--- src/verilog/iotp_pkg.sv ---
package iotp_pkg;

    localparam int unsigned ADR_W          = 8;
    localparam int unsigned DAT_W          = 32;
    localparam logic [7:0]  OFF_TUNE       = 8'h00;
    localparam logic [7:0]  OFF_CTRL       = 8'h04;
    localparam logic [7:0]  OFF_STAT       = 8'h08;

    localparam int unsigned TUNE_LFSEL_BIT = 7;
    localparam int unsigned TUNE_MULT_BIT  = 6;
    localparam int unsigned TUNE_TRIM_LSB  = 0;
    localparam int unsigned TRIM_W         = 5;
    localparam logic [7:0]  TUNE_RESET     = 8'h00;

    localparam int unsigned CTRL_SCS_LSB   = 0;
    localparam int unsigned CTRL_FSEL_LSB  = 4;
    localparam logic [2:0]  FSEL_RESET     = 3'h4;
    localparam logic [1:0]  SCS_RESET      = 2'h0;

    localparam int unsigned STAT_CFG_LSB   = 0;
    localparam int unsigned STAT_MULT_BIT  = 4;
    localparam int unsigned STAT_FOSC_BIT  = 5;
    localparam int unsigned STAT_SEC_BIT   = 6;

    localparam logic [3:0]  CFG_INT_A      = 4'h9;
    localparam logic [3:0]  CFG_INT_B      = 4'h8;
    localparam logic [2:0]  FSEL_8M        = 3'h7;
    localparam logic [2:0]  FSEL_4M        = 3'h6;
    localparam logic [2:0]  FSEL_LF        = 3'h0;
    localparam logic [1:0]  SCS_PRIMARY    = 2'h0;
    localparam logic [1:0]  SCS_SECONDARY  = 2'h1;
    localparam logic [7:0]  LF_DIV_MASK    = 8'hff;

    localparam int unsigned SETTLE_TIME_MS = 1;
    localparam int unsigned CLK_FREQ_KHZ   = 200000;
    localparam int unsigned SETTLE_CYCLES  = SETTLE_TIME_MS * CLK_FREQ_KHZ;
    localparam int unsigned TRIM_STEPS     = 32;

    typedef enum logic [1:0] {
        SLEW_IDLE = 2'b01,
        SLEW_MOVE = 2'b10
    } iotp_slew_type;

    function automatic logic iotp_mult_allowed(input logic [3:0] cfg, input logic [2:0] fsel);
        iotp_mult_allowed = ((cfg == CFG_INT_A) || (cfg == CFG_INT_B)) &&
                            ((fsel == FSEL_8M) || (fsel == FSEL_4M));
    endfunction : iotp_mult_allowed

    // Postscaler mask: divide by mask+1
    function automatic logic [7:0] iotp_div_mask(input logic [2:0] fsel);
        iotp_div_mask = (fsel == FSEL_LF) ? LF_DIV_MASK : 8'(8'h7f >> fsel);
    endfunction : iotp_div_mask

endpackage : iotp_pkg

--- src/verilog/iotp_tick_if.sv ---
`timescale 1ns/10ps
interface iotp_tick_if;
    logic       fast_tick;
    logic       slow_tick;
    logic [2:0] freq_sel;
    logic       lf_sel;
    logic       int_tick;
    logic       fast_osc_en;

    modport ctrl  (output fast_tick, output slow_tick, output freq_sel, output lf_sel,
                   input int_tick, input fast_osc_en);
    modport scale (input fast_tick, input slow_tick, input freq_sel, input lf_sel,
                   output int_tick, output fast_osc_en);
endinterface : iotp_tick_if

--- src/verilog/iotp_postscale.sv ---
`timescale 1ns/10ps
module iotp_postscale
    import iotp_pkg::*;
(
    input  wire logic   clock_i,
    input  wire logic   rst_n_i,
    input  wire logic   ce_i,
    iotp_tick_if.scale  tk
);

    logic [7:0] div_cnt_q;
    logic       int_tick_q;
    logic       fosc_en_q;
    logic [7:0] mask;
    logic       use_slow;

    assign mask     = iotp_div_mask(tk.freq_sel);
    assign use_slow = (tk.freq_sel == FSEL_LF) && !tk.lf_sel;

    always_ff @(posedge clock_i or negedge rst_n_i) begin
        if (!rst_n_i) begin
            div_cnt_q <= 8'h00;
        end else if (ce_i && tk.fast_tick) begin
            div_cnt_q <= 8'(div_cnt_q + 8'h01);
        end
    end

    always_ff @(posedge clock_i or negedge rst_n_i) begin
        if (!rst_n_i) begin
            int_tick_q <= 1'b0;
        end else if (ce_i) begin
            if (use_slow) begin
                int_tick_q <= tk.slow_tick;
            end else begin
                int_tick_q <= tk.fast_tick && ((div_cnt_q & mask) == mask);
            end
        end
    end

    // Fast oscillator idles when the slow RC alone feeds the low range
    always_ff @(posedge clock_i or negedge rst_n_i) begin
        if (!rst_n_i) begin
            fosc_en_q <= 1'b1;
        end else if (ce_i) begin
            fosc_en_q <= !use_slow;
        end
    end

    assign tk.int_tick    = int_tick_q;
    assign tk.fast_osc_en = fosc_en_q;

    property p_direct_8m;
        @(posedge clock_i) disable iff (!rst_n_i)
        (ce_i && tk.freq_sel == FSEL_8M && tk.fast_tick) |=> tk.int_tick;
    endproperty
    a_direct_8m: assert property (p_direct_8m)
        else $error("8 MHz select did not pass fast tick");

    property p_lf_slow;
        @(posedge clock_i) disable iff (!rst_n_i)
        (ce_i && use_slow) |=> (tk.int_tick == $past(tk.slow_tick));
    endproperty
    a_lf_slow: assert property (p_lf_slow)
        else $error("Low range not taken from slow RC");

endmodule : iotp_postscale

--- src/verilog/iotp_ctrl.sv ---
// Design decisions made here: the Wishbone interface to the registers and the address map.
`timescale 1ns/10ps
module iotp_ctrl
    import iotp_pkg::*;
#(
    parameter int unsigned SETTLE_CYC = SETTLE_CYCLES
) (
    input  wire logic               clock_i,
    input  wire logic               rst_n_i,
    input  wire logic               ce_i,
    input  wire logic               wb_cyc_i,
    input  wire logic               wb_stb_i,
    input  wire logic               wb_we_i,
    input  wire logic [ADR_W-1:0]   wb_adr_i,
    input  wire logic [3:0]         wb_sel_i,
    input  wire logic [DAT_W-1:0]   wb_dat_i,
    output logic      [DAT_W-1:0]   wb_dat_o,
    output logic                    wb_ack_o,
    input  wire logic [3:0]         primary_osc_config_i,
    input  wire logic               fast_osc_i,
    input  wire logic               slow_rc_i,
    input  wire logic               pm_mode_i,
    output logic      [TRIM_W-1:0]  trim_field_o,
    output logic                    fast_osc_enable_o,
    output logic                    multiplier_on_o,
    output logic                    internal_clk_tick_o,
    output logic                    watchdog_clk_tick_o,
    output logic      [1:0]         dev_clk_src_o,
    output logic                    secondary_osc_run_o,
    output logic      [2:0]         internal_freq_select_o
);

    localparam int unsigned STEP_CYC = SETTLE_CYC / TRIM_STEPS;
    localparam int unsigned STEP_W   = $clog2(STEP_CYC + 1);

    // Fewer than one cycle per step cannot meet the settle bound
    if (STEP_CYC < 1) begin : g_settle_chk
        $error("SETTLE_CYC must be at least 32");
    end

    // Pin synchronisers, third stage only for edge detection
    logic [2:0]  fast_sync_q;
    logic [2:0]  slow_sync_q;
    logic [3:0]  cfg_meta_q;
    logic [3:0]  cfg_q;

    always_ff @(posedge clock_i or negedge rst_n_i) begin
        if (!rst_n_i) begin
            fast_sync_q <= 3'h0;
            slow_sync_q <= 3'h0;
            cfg_meta_q  <= 4'h0;
            cfg_q       <= 4'h0;
        end else if (ce_i) begin
            fast_sync_q <= {fast_sync_q[1:0], fast_osc_i};
            slow_sync_q <= {slow_sync_q[1:0], slow_rc_i};
            cfg_meta_q  <= primary_osc_config_i;
            cfg_q       <= cfg_meta_q;
        end
    end

    logic fast_tick;
    logic slow_tick;

    assign fast_tick = fast_sync_q[1] && !fast_sync_q[2];
    assign slow_tick = slow_sync_q[1] && !slow_sync_q[2];

    // Register file
    logic                lfsel_q;
    logic                mult_en_q;
    logic [TRIM_W-1:0]   trim_tgt_q;
    logic [2:0]          fsel_q;
    logic [1:0]          scs_q;
    logic                ack_q;
    logic [DAT_W-1:0]    rdat_q;
    logic                wr_stb;
    logic                mult_ok;

    assign mult_ok = iotp_mult_allowed(cfg_q, fsel_q);
    assign wr_stb  = ce_i && wb_cyc_i && wb_stb_i && wb_we_i && ack_q && wb_sel_i[0];

    // One wait cycle, then ack for one cycle
    always_ff @(posedge clock_i or negedge rst_n_i) begin
        if (!rst_n_i) begin
            ack_q <= 1'b0;
        end else if (ce_i) begin
            ack_q <= wb_cyc_i && wb_stb_i && !ack_q;
        end
    end

    always_ff @(posedge clock_i or negedge rst_n_i) begin
        if (!rst_n_i) begin
            lfsel_q    <= TUNE_RESET[TUNE_LFSEL_BIT];
            trim_tgt_q <= TUNE_RESET[TUNE_TRIM_LSB +: TRIM_W];
        end else if (wr_stb && wb_adr_i == OFF_TUNE) begin
            lfsel_q    <= wb_dat_i[TUNE_LFSEL_BIT];
            trim_tgt_q <= wb_dat_i[TUNE_TRIM_LSB +: TRIM_W];
        end
    end

    // Enable drops as soon as its conditions fail; writes then ignored
    always_ff @(posedge clock_i or negedge rst_n_i) begin
        if (!rst_n_i) begin
            mult_en_q <= TUNE_RESET[TUNE_MULT_BIT];
        end else if (ce_i) begin
            if (!mult_ok) begin
                mult_en_q <= 1'b0;
            end else if (wr_stb && wb_adr_i == OFF_TUNE) begin
                mult_en_q <= wb_dat_i[TUNE_MULT_BIT];
            end
        end
    end

    always_ff @(posedge clock_i or negedge rst_n_i) begin
        if (!rst_n_i) begin
            fsel_q <= FSEL_RESET;
            scs_q  <= SCS_RESET;
        end else if (wr_stb && wb_adr_i == OFF_CTRL) begin
            fsel_q <= wb_dat_i[CTRL_FSEL_LSB +: 3];
            scs_q  <= wb_dat_i[CTRL_SCS_LSB +: 2];
        end
    end

    // Read data latched with ack; unmapped reads return zero
    always_ff @(posedge clock_i or negedge rst_n_i) begin
        if (!rst_n_i) begin
            rdat_q <= '0;
        end else if (ce_i && wb_cyc_i && wb_stb_i && !ack_q) begin
            rdat_q <= '0;
            case (wb_adr_i)
                OFF_TUNE: begin
                    rdat_q[TUNE_LFSEL_BIT]             <= lfsel_q;
                    rdat_q[TUNE_MULT_BIT]              <= mult_en_q && mult_ok;
                    rdat_q[TUNE_TRIM_LSB +: TRIM_W]    <= trim_tgt_q;
                end
                OFF_CTRL: begin
                    rdat_q[CTRL_FSEL_LSB +: 3]         <= fsel_q;
                    rdat_q[CTRL_SCS_LSB +: 2]          <= scs_q;
                end
                OFF_STAT: begin
                    rdat_q[STAT_CFG_LSB +: 4]          <= cfg_q;
                    rdat_q[STAT_MULT_BIT]              <= multiplier_on_o;
                    rdat_q[STAT_FOSC_BIT]              <= fast_osc_enable_o;
                    rdat_q[STAT_SEC_BIT]               <= secondary_osc_run_o;
                end
                default: begin
                    rdat_q <= '0;
                end
            endcase
        end
    end

    assign wb_ack_o = ack_q;
    assign wb_dat_o = rdat_q;

    // Trim slews one code per step so 31 codes fit in the settle time
    iotp_slew_type       slew_q;
    logic [STEP_W-1:0]   step_cnt_q;
    logic [TRIM_W-1:0]   trim_app_q;
    logic                step_hit;
    logic                trim_up;

    assign step_hit = (step_cnt_q == STEP_W'(STEP_CYC - 1));
    assign trim_up  = $signed(trim_tgt_q) > $signed(trim_app_q);

    always_ff @(posedge clock_i or negedge rst_n_i) begin
        if (!rst_n_i) begin
            slew_q <= SLEW_IDLE;
        end else if (ce_i) begin
            case (slew_q)
                SLEW_IDLE: begin
                    if (trim_tgt_q != trim_app_q) begin
                        slew_q <= SLEW_MOVE;
                    end
                end
                SLEW_MOVE: begin
                    if (trim_tgt_q == trim_app_q) begin
                        slew_q <= SLEW_IDLE;
                    end
                end
                default: begin
                    slew_q <= SLEW_IDLE;
                end
            endcase
        end
    end

    always_ff @(posedge clock_i or negedge rst_n_i) begin
        if (!rst_n_i) begin
            step_cnt_q <= '0;
        end else if (ce_i) begin
            if (slew_q != SLEW_MOVE || step_hit) begin
                step_cnt_q <= '0;
            end else begin
                step_cnt_q <= STEP_W'(step_cnt_q + 1'b1);
            end
        end
    end

    always_ff @(posedge clock_i or negedge rst_n_i) begin
        if (!rst_n_i) begin
            trim_app_q <= TUNE_RESET[TUNE_TRIM_LSB +: TRIM_W];
        end else if (ce_i && slew_q == SLEW_MOVE && step_hit && trim_tgt_q != trim_app_q) begin
            if (trim_up) begin
                trim_app_q <= TRIM_W'(trim_app_q + 1'b1);
            end else begin
                trim_app_q <= TRIM_W'(trim_app_q - 1'b1);
            end
        end
    end

    // Only the fast oscillator receives the trim
    assign trim_field_o = trim_app_q;

    // Postscaler
    iotp_tick_if tk_if ();

    assign tk_if.fast_tick = fast_tick;
    assign tk_if.slow_tick = slow_tick;
    assign tk_if.freq_sel  = fsel_q;
    assign tk_if.lf_sel    = lfsel_q;

    iotp_postscale u_postscale (
        .clock_i (clock_i),
        .rst_n_i (rst_n_i),
        .ce_i    (ce_i),
        .tk      (tk_if.scale)
    );

    assign internal_clk_tick_o = tk_if.int_tick;
    assign fast_osc_enable_o   = tk_if.fast_osc_en;

    // Source and support outputs
    logic mult_on_q;
    logic wdt_tick_q;
    logic sec_run_q;
    logic [1:0] src_q;

    always_ff @(posedge clock_i or negedge rst_n_i) begin
        if (!rst_n_i) begin
            mult_on_q  <= 1'b0;
            wdt_tick_q <= 1'b0;
            sec_run_q  <= 1'b0;
            src_q      <= SCS_RESET;
        end else if (ce_i) begin
            mult_on_q  <= mult_en_q && mult_ok;
            wdt_tick_q <= slow_tick;
            src_q      <= scs_q;
            // Secondary keeps running through power-managed modes
            sec_run_q  <= (scs_q == SCS_SECONDARY) || (sec_run_q && pm_mode_i);
        end
    end

    assign multiplier_on_o        = mult_on_q;
    assign watchdog_clk_tick_o    = wdt_tick_q;
    assign dev_clk_src_o          = src_q;
    assign secondary_osc_run_o    = sec_run_q;
    assign internal_freq_select_o = fsel_q;

    property p_mult_gate;
        @(posedge clock_i) disable iff (!rst_n_i)
        (ce_i && !mult_ok) |=> !multiplier_on_o;
    endproperty
    a_mult_gate: assert property (p_mult_gate)
        else $error("Multiplier on while not allowed");

    property p_mult_ignore;
        @(posedge clock_i) disable iff (!rst_n_i)
        (wr_stb && wb_adr_i == OFF_TUNE && !mult_ok) |=> !mult_en_q;
    endproperty
    a_mult_ignore: assert property (p_mult_ignore)
        else $error("Multiplier enable write not ignored");

    property p_mult_sw;
        @(posedge clock_i) disable iff (!rst_n_i)
        (ce_i && mult_ok && wr_stb && wb_adr_i == OFF_TUNE && wb_dat_i[TUNE_MULT_BIT])
            ##1 (ce_i && mult_ok) |=> multiplier_on_o;
    endproperty
    a_mult_sw: assert property (p_mult_sw)
        else $error("Multiplier did not start after enable");

    property p_trim_write;
        @(posedge clock_i) disable iff (!rst_n_i)
        (wr_stb && wb_adr_i == OFF_TUNE) |=> (trim_tgt_q == $past(wb_dat_i[TRIM_W-1:0]));
    endproperty
    a_trim_write: assert property (p_trim_write)
        else $error("Trim field not stored");

    property p_trim_slew;
        @(posedge clock_i) disable iff (!rst_n_i)
        (trim_field_o != $past(trim_field_o)) |-> $past(step_hit && slew_q == SLEW_MOVE);
    endproperty
    a_trim_slew: assert property (p_trim_slew)
        else $error("Trim moved outside a step");

    property p_trim_dir;
        @(posedge clock_i) disable iff (!rst_n_i)
        (ce_i && slew_q == SLEW_MOVE && step_hit && trim_up)
            |=> (trim_field_o == TRIM_W'($past(trim_field_o) + 1'b1));
    endproperty
    a_trim_dir: assert property (p_trim_dir)
        else $error("Signed trim stepped the wrong way");

    property p_wdt;
        @(posedge clock_i) disable iff (!rst_n_i)
        ce_i |=> (watchdog_clk_tick_o == $past(slow_tick));
    endproperty
    a_wdt: assert property (p_wdt)
        else $error("Watchdog tick not from slow RC");

    property p_ack_pulse;
        @(posedge clock_i) disable iff (!rst_n_i)
        (ce_i && wb_ack_o) |=> !wb_ack_o;
    endproperty
    a_ack_pulse: assert property (p_ack_pulse)
        else $error("Ack held for more than one cycle");

    property p_ack_wait;
        @(posedge clock_i) disable iff (!rst_n_i)
        (ce_i && wb_cyc_i && wb_stb_i && !wb_ack_o) |=> wb_ack_o;
    endproperty
    a_ack_wait: assert property (p_ack_wait)
        else $error("Register access not answered after one wait cycle");

    // With lfsel_q clear the slow RC alone feeds the low range, so the fast oscillator may stop
    property p_fosc_off;
        @(posedge clock_i) disable iff (!rst_n_i)
        (ce_i && fsel_q == FSEL_LF && !lfsel_q) |=> !fast_osc_enable_o;
    endproperty
    a_fosc_off: assert property (p_fosc_off)
        else $error("Fast oscillator kept on for slow RC low range");

    property p_sec_run;
        @(posedge clock_i) disable iff (!rst_n_i)
        (ce_i && scs_q == SCS_SECONDARY) |=> secondary_osc_run_o;
    endproperty
    a_sec_run: assert property (p_sec_run)
        else $error("Secondary oscillator not running when selected");

endmodule : iotp_ctrl

--- config.mk ---
export PLATFORM = sky130hd
export DESIGN_NAME = iotp_ctrl
export DESIGN_NICKNAME = d
export VERILOG_FILES = /design/src/verilog/iotp_pkg.sv /design/src/verilog/iotp_tick_if.sv /design/src/verilog/iotp_postscale.sv /design/src/verilog/iotp_ctrl.sv
export SDC_FILE = /design/constraint.sdc
export NUM_CORES = 1
export LEC_CHECK = 0
export BUFFER_PORTS_ARGS = -buffer_cell sky130_fd_sc_hd__buf_2
export CORE_ASPECT_RATIO = 0.8
export CORE_MARGIN = 10
export CORE_UTILIZATION = 56
export CTS_CLUSTER_SIZE = 25
export DETAILED_ROUTE_END_ITERATION = 16
export GPL_TIMING_DRIVEN = 0
export PLACE_DENSITY = 0.85
export SLEW_MARGIN = 20
export SYNTH_ARGS = -nofsm -noshare
export SYNTH_HDL_FRONTEND = slang
export SYNTH_SLANG_ARGS = --single-unit
--- constraint.sdc ---
create_clock -name clock_i -period 5.29 [get_ports clock_i]
set_input_delay 0.7935 -clock clock_i [delete_from_list [all_inputs] [get_ports clock_i]]
set_output_delay 0.7935 -clock clock_i [all_outputs]
set_load 0.02 [all_outputs]
**Yosys cells after proc, flatten, opt, wreduce, memory -nomap -nowiden**

Cells that the tools add are included.

- Add/sub/neg operators: 4
- Magnitude comparators: 1
- Equal/unequal tests: 17
- Shift operators: 1
- Multiplexer cells: 15
- Bitwise operators: 1
- Reduce and logical (&&, ||, !) cells: 34

Operators with widths:

| kind | count |
|---|---|
| 1-bit logical AND | 21 |
| 13-bit by 1-bit adder with 13-bit output, second input constant | 1 |
| 13-bit equality test, second input constant | 1 |
| 13-bit two-way mux | 1 |
| 8-bit by 1-bit adder with 8-bit output, second input constant | 1 |
| 8-bit AND | 1 |
| 4-bit equality test, second input constant | 2 |
| 8-bit by 3-bit equality test with 1-bit output, second input constant | 1 |
| 8-bit by 4-bit equality test with 1-bit output, second input constant | 1 |
| 8-bit equality test | 1 |
| 8-bit zero test | 1 |
| 8-bit two-way mux | 1 |
| 2-bit one-hot mux with 2 select lines | 2 |
| 7-bit by 3-bit >> shifter with 8-bit output, first input constant | 1 |
| 3-bit equality test, second input constant | 2 |
| 2-bit != test, second input constant | 3 |
| 1-bit one-hot mux with 3 select lines | 2 |
| 2-bit one-hot mux with 3 select lines | 1 |
| 5-bit by 1-bit adder with 5-bit output, second input constant | 1 |
| 5-bit equality test | 1 |
| 5-bit > comparator | 1 |
| 1-bit zero test | 5 |
| 5-bit two-way mux | 1 |
| 5-bit != test | 1 |
| other kinds (11) | 19 |

- Bits in registers: 70
- Input port bits: 57
- Output and inout bits: 48
- Logic and storage cells: 94

**Longest topological paths before layout**

- Depth after elaboration: 8
- Depth in mapped cells: 11
- Depth with buffers taken out: 11

**Cells and area by module**

A second synthesis with hierarchy kept.

- Cells, all modules: 342
- Area, all modules: 3653.5 sq um

By module, submodules not included:

| module | times used | cells each | area an instance (sq um) | seq. area each (sq um) |
|---|---|---|---|---|
| iotp_ctrl | 1 | 295 | 3145.5 | 1503.9 |
| iotp_postscale | 1 | 47 | 508.0 | 251.5 |

**Least setup slack after synthesis**

No wires, ideal clock.

- Path kind: flip-flop to flip-flop
- From: reg trim_app_q[4] (netlist: trim_field_o[4])
- To: reg trim_app_q[4] (netlist: trim_field_o[4])
- Library setup time: 80 ps
- Arrival time: 2623 ps
- Required time: 5210 ps
- Setup slack: 2588 ps
- Cell stages (with the launch flop): 12
- Path buffers: 0
- Period minus slack after synthesis: 2702 ps
- Path through: dfrtp_1 -> inv_1 -> ha_1 -> or3b_2 -> a211oi_1 -> or2_2 -> fa_1 -> a21o_1 -> a21oi_1 -> or3_1 -> a21oi_1 -> xnor2_1

- Word-level cells in the longest chain between the ends: 2
- Elaborated cells on any way between the ends: 6
- Classes of those cells: 2 x add/sub; 1 x order compare; 1 x eq/ne; 1 x mux; 1 x reduce/logical

Ends and longest elaborated chain:

| element | RTL line | text |
|---|---|---|
| from (decl) | iotp_ctrl.sv:158 | `logic [TRIM_W-1:0] trim_app_q;` |
| from (signal assigned) | iotp_ctrl.sv:201 | `trim_app_q <= TUNE_RESET[TUNE_TRIM_LSB +: TRIM_W];` |
| from (signal assigned) | iotp_ctrl.sv:204 | `trim_app_q <= TRIM_W'(trim_app_q + 1'b1);` |
| from (signal assigned) | iotp_ctrl.sv:206 | `trim_app_q <= TRIM_W'(trim_app_q - 1'b1);` |
| 5-bit by 1-bit subtractor with 5-bit output (tied with other cells) | iotp_ctrl.sv:206 |  |
| 5-bit two-way mux / 1-bit logical AND (equally long branches) | iotp_ctrl.sv:203, iotp_ctrl.sv:202 |  |

Several ways; a longest one is shown, not always the timed one.
A chain may end at the register's enable or synchronous reset.

**Worst setup path in the final report**

- From: reg trim_tgt_q[4]
- To: reg trim_app_q[4] (netlist: trim_field_o[4])

- Word-level cells in the longest chain between the ends: 2
- Elaborated cells on any way between the ends: 4
- Classes of those cells: 1 x order compare; 1 x eq/ne; 1 x mux; 1 x reduce/logical

Ends and longest elaborated chain:

| element | RTL line | text |
|---|---|---|
| from (decl) | iotp_ctrl.sv:70 | `logic [TRIM_W-1:0] trim_tgt_q;` |
| from (signal assigned) | iotp_ctrl.sv:93 | `trim_tgt_q <= TUNE_RESET[TUNE_TRIM_LSB +: TRIM_W];` |
| from (signal assigned) | iotp_ctrl.sv:96 | `trim_tgt_q <= wb_dat_i[TUNE_TRIM_LSB +: TRIM_W];` |
| 5-bit > comparator / 5-bit != test (equally long branches) | iotp_ctrl.sv:163, iotp_ctrl.sv:202 |  |
| 5-bit two-way mux / 1-bit logical AND (equally long branches) | iotp_ctrl.sv:203, iotp_ctrl.sv:202 |  |

Several ways; a longest one is shown, not always the timed one.

==> results.tsv <==
metric	value	unit
io_buffers	52	
yosysTopAreaCell	dfrtp_1	
synth_edf_count	0	
placed_area	4090	sq um
track_usage	16.6	%
cts_tree	yes	
final_max_slew_viol_count	0	
htree_num_levels	3	
routabilityCongestion	0.851	
fin_nets	495	
worstMarginPinSlew	0.560	ns
hp-class	in2async	
worst_slack	2.41	ns
dr_total_vias	2717	
cts_hold_buffers	0	
cp_max_fo	4	
status	completed	
fin_skew	0.0123	ns
post-route-util	67.4	%
yosysMostFrequentCell	dfrtp_1	
clock-root-buffer	clkbuf_8	
async_reset_ff_share	100	%
cts.sink_count	70	
fmax	347	MHz
synth-adder-area-share	4.37	%
clock_path_buffers	2	
syn-cell-area	3610	sq um
firstDrtPassIters	4	
dr.first_iter.drc_count	179	
via_per_inst	5.27	
rsz0062_at_grt	false	
wl	8.13	mm
ys_seq_elements	70	
seq_area_frac_synth	48.7	%
cp_data_arrival_time	3.15	ns
start_util	57.1	%
cp.required	5.56	ns
vdd_drop_max	0.218	mV
ys_warn_count	0	
die_w	110	microns
fin_cells	516	
p_leak	2.13	nW
route.detailed.drc	0	
die_area	10100	sq um
clk_pin_slew	0.08	ns
syn-instance-count	339	
ff_latch_area	1760	sq um
antenna_found_initial	0	
power_density	287	nW/um^2
io_pins	105	
rows	26	
post_cts_buffers	0	
finalCritPeriodShare	54.4	%
syn_to_final_growth	18.0	%
grt_pass1_vias	2815	
hold_ws	0.281	ns
relSlewSlack	62.3	%
timing_hold_violations_final	0	
fill_cells	476	
synth-main-ff-cell	dfrtp_1	
synthMuxAreaShare	10.7	%
finalInstanceArea	4260	sq um
synth_top_area_share	46.5	%
preCtsSetupSlack	2.46	ns
dp.final_hpwl	6.26	mm
cts_resized	0	
tns	0	ns
reg2reg_depth	10	
syn_area_per_cell	10.6	sq um
cap_violations	0	
insertion_delay	0.36	ns
place_inst	499	
grt_pass1_wl	13.4	mm
synth_top_family_by_area	simple AND/OR/NAND/NOR gates	
yosys.area_share.simple	14.9	%
overflow	0	
drive_above_1_share	30.9	%
startpoint_type	flip-flop	
core-area	6310	sq um
crit_type	reg2reg	
grt_max_degree	56	
cts_made_buffers	9	
die_h	91.8	microns
setup_violations	0	
synthTopCellsByCount	dfrtp_1, nand2_1, buf_4	
synth_compound_area_share	9.06	%
p_total	1.22	mW
synth_xor_area_share	4.61	%
cp-end-kind	flip-flop	
wire_per_inst	15.7	microns
ys_types	48	
multi_input_area	1660	sq um
ant_nets	0	
synthTopCellsByArea	dfrtp_1, mux2_2, buf_4	
min_period	2.88	ns
per-layer routing:
layer	part of all wire, %	up-vias	GRT usage, %
li1	-	1305	-
met1	40	1293	19.2
met2	49	102	27.4
met3	8.8	17	5.52
met4	2.0	0	7.14
met5	0	-	0
worst paths after layout:
path / slack, ns / to / start
worst max-delay path: 2.41 / trim_field_o[4] / trim_tgt_q[4]
worst min-delay path: 0.28 / wb_dat_o[7] / rst_n_i
worst max register to register: 2.41 / trim_field_o[4] / trim_tgt_q[4]
worst min register to register: 0.48 / u_postscale.div_cnt_q[7] / u_postscale.div_cnt_q[7]
max in group asynchronous: 4.42 / internal_freq_select_o[2] / rst_n_i
min in group clock_i: 0.48 / u_postscale.div_cnt_q[7] / u_postscale.div_cnt_q[7]
flip-flops by register name, summed over array words and instances (netlist names), 3 cells and up:
| signal | flops |
|---|---|
| trim_field_o | 5 |
| trim_tgt_q | 5 |
| cfg_meta_q | 4 |
| fast_sync_q | 3 |
| u_postscale.div_cnt_q | 8 |
| internal_freq_select_o | 3 |
| slow_sync_q | 3 |
| step_cnt_q | 13 |
| wb_dat_o | 8 |
| cfg_q | 4 |
cells by family after synthesis:
kind of cell             after synthesis
multiplexers                          33
AND/OR/NAND/NOR                      102
AO/OA/AOI/OAI                         56
XOR/XNOR                              19
adder cells (fa/ha/maj)               12
other                                  1
buffers and inverters                 46
flip-flops                            70
critical path, stage by stage, from the launching register on:
cell and delay, ns:
dfrtp_1 0.43, ha_1 0.33, or3b_2 0.44, a211oi_1 0.26, or2_2 0.22, ha_1 0.27
a21o_1 0.19, a21oi_1 0.16, o21ai_0 0.11, a21oi_1 0.23, xnor2_1 0.15
area by class of cell:
type	count	share of cell area, %
buffer	32	5.20
timing repair buffer	53	6.82
antenna	1	0.0588
tap	84	2.47
clock inverter	6	0.911
sequential	70	41.2
inverter	14	1.23
multi-input combinational	246	39.1
clock buffer	10	3.00
cells in the final DEF (no fill, tap or decap), types with 4 or more instances in the layout:
cell	instances
buf_2	51
mux2_4	6
nand2_1	33
o21ai_0	24
nand2b_1	4
nor4_1	4
xor2_1	8
clkbuf_1	7
ha_1	11
mux2i_1	6
nor2_1	19
inv_1	13
nand3_1	10
a21o_1	5
clkbuf_8	9
xnor2_1	11
buf_4	26
a21oi_1	14
and3_1	6
conb_1	24
dfrtp_1	67
mux2_2	21
power by group:
part	switching (mW)	leakage, nW	internal [mW]	total (mW)
Combinational	0.113	1.13	0.0982	0.211
Clock	0.201	0.0820	0.168	0.369
Sequential	0.0534	0.915	0.587	0.640
No activity file was read; power rests on OpenSTA's default activity.
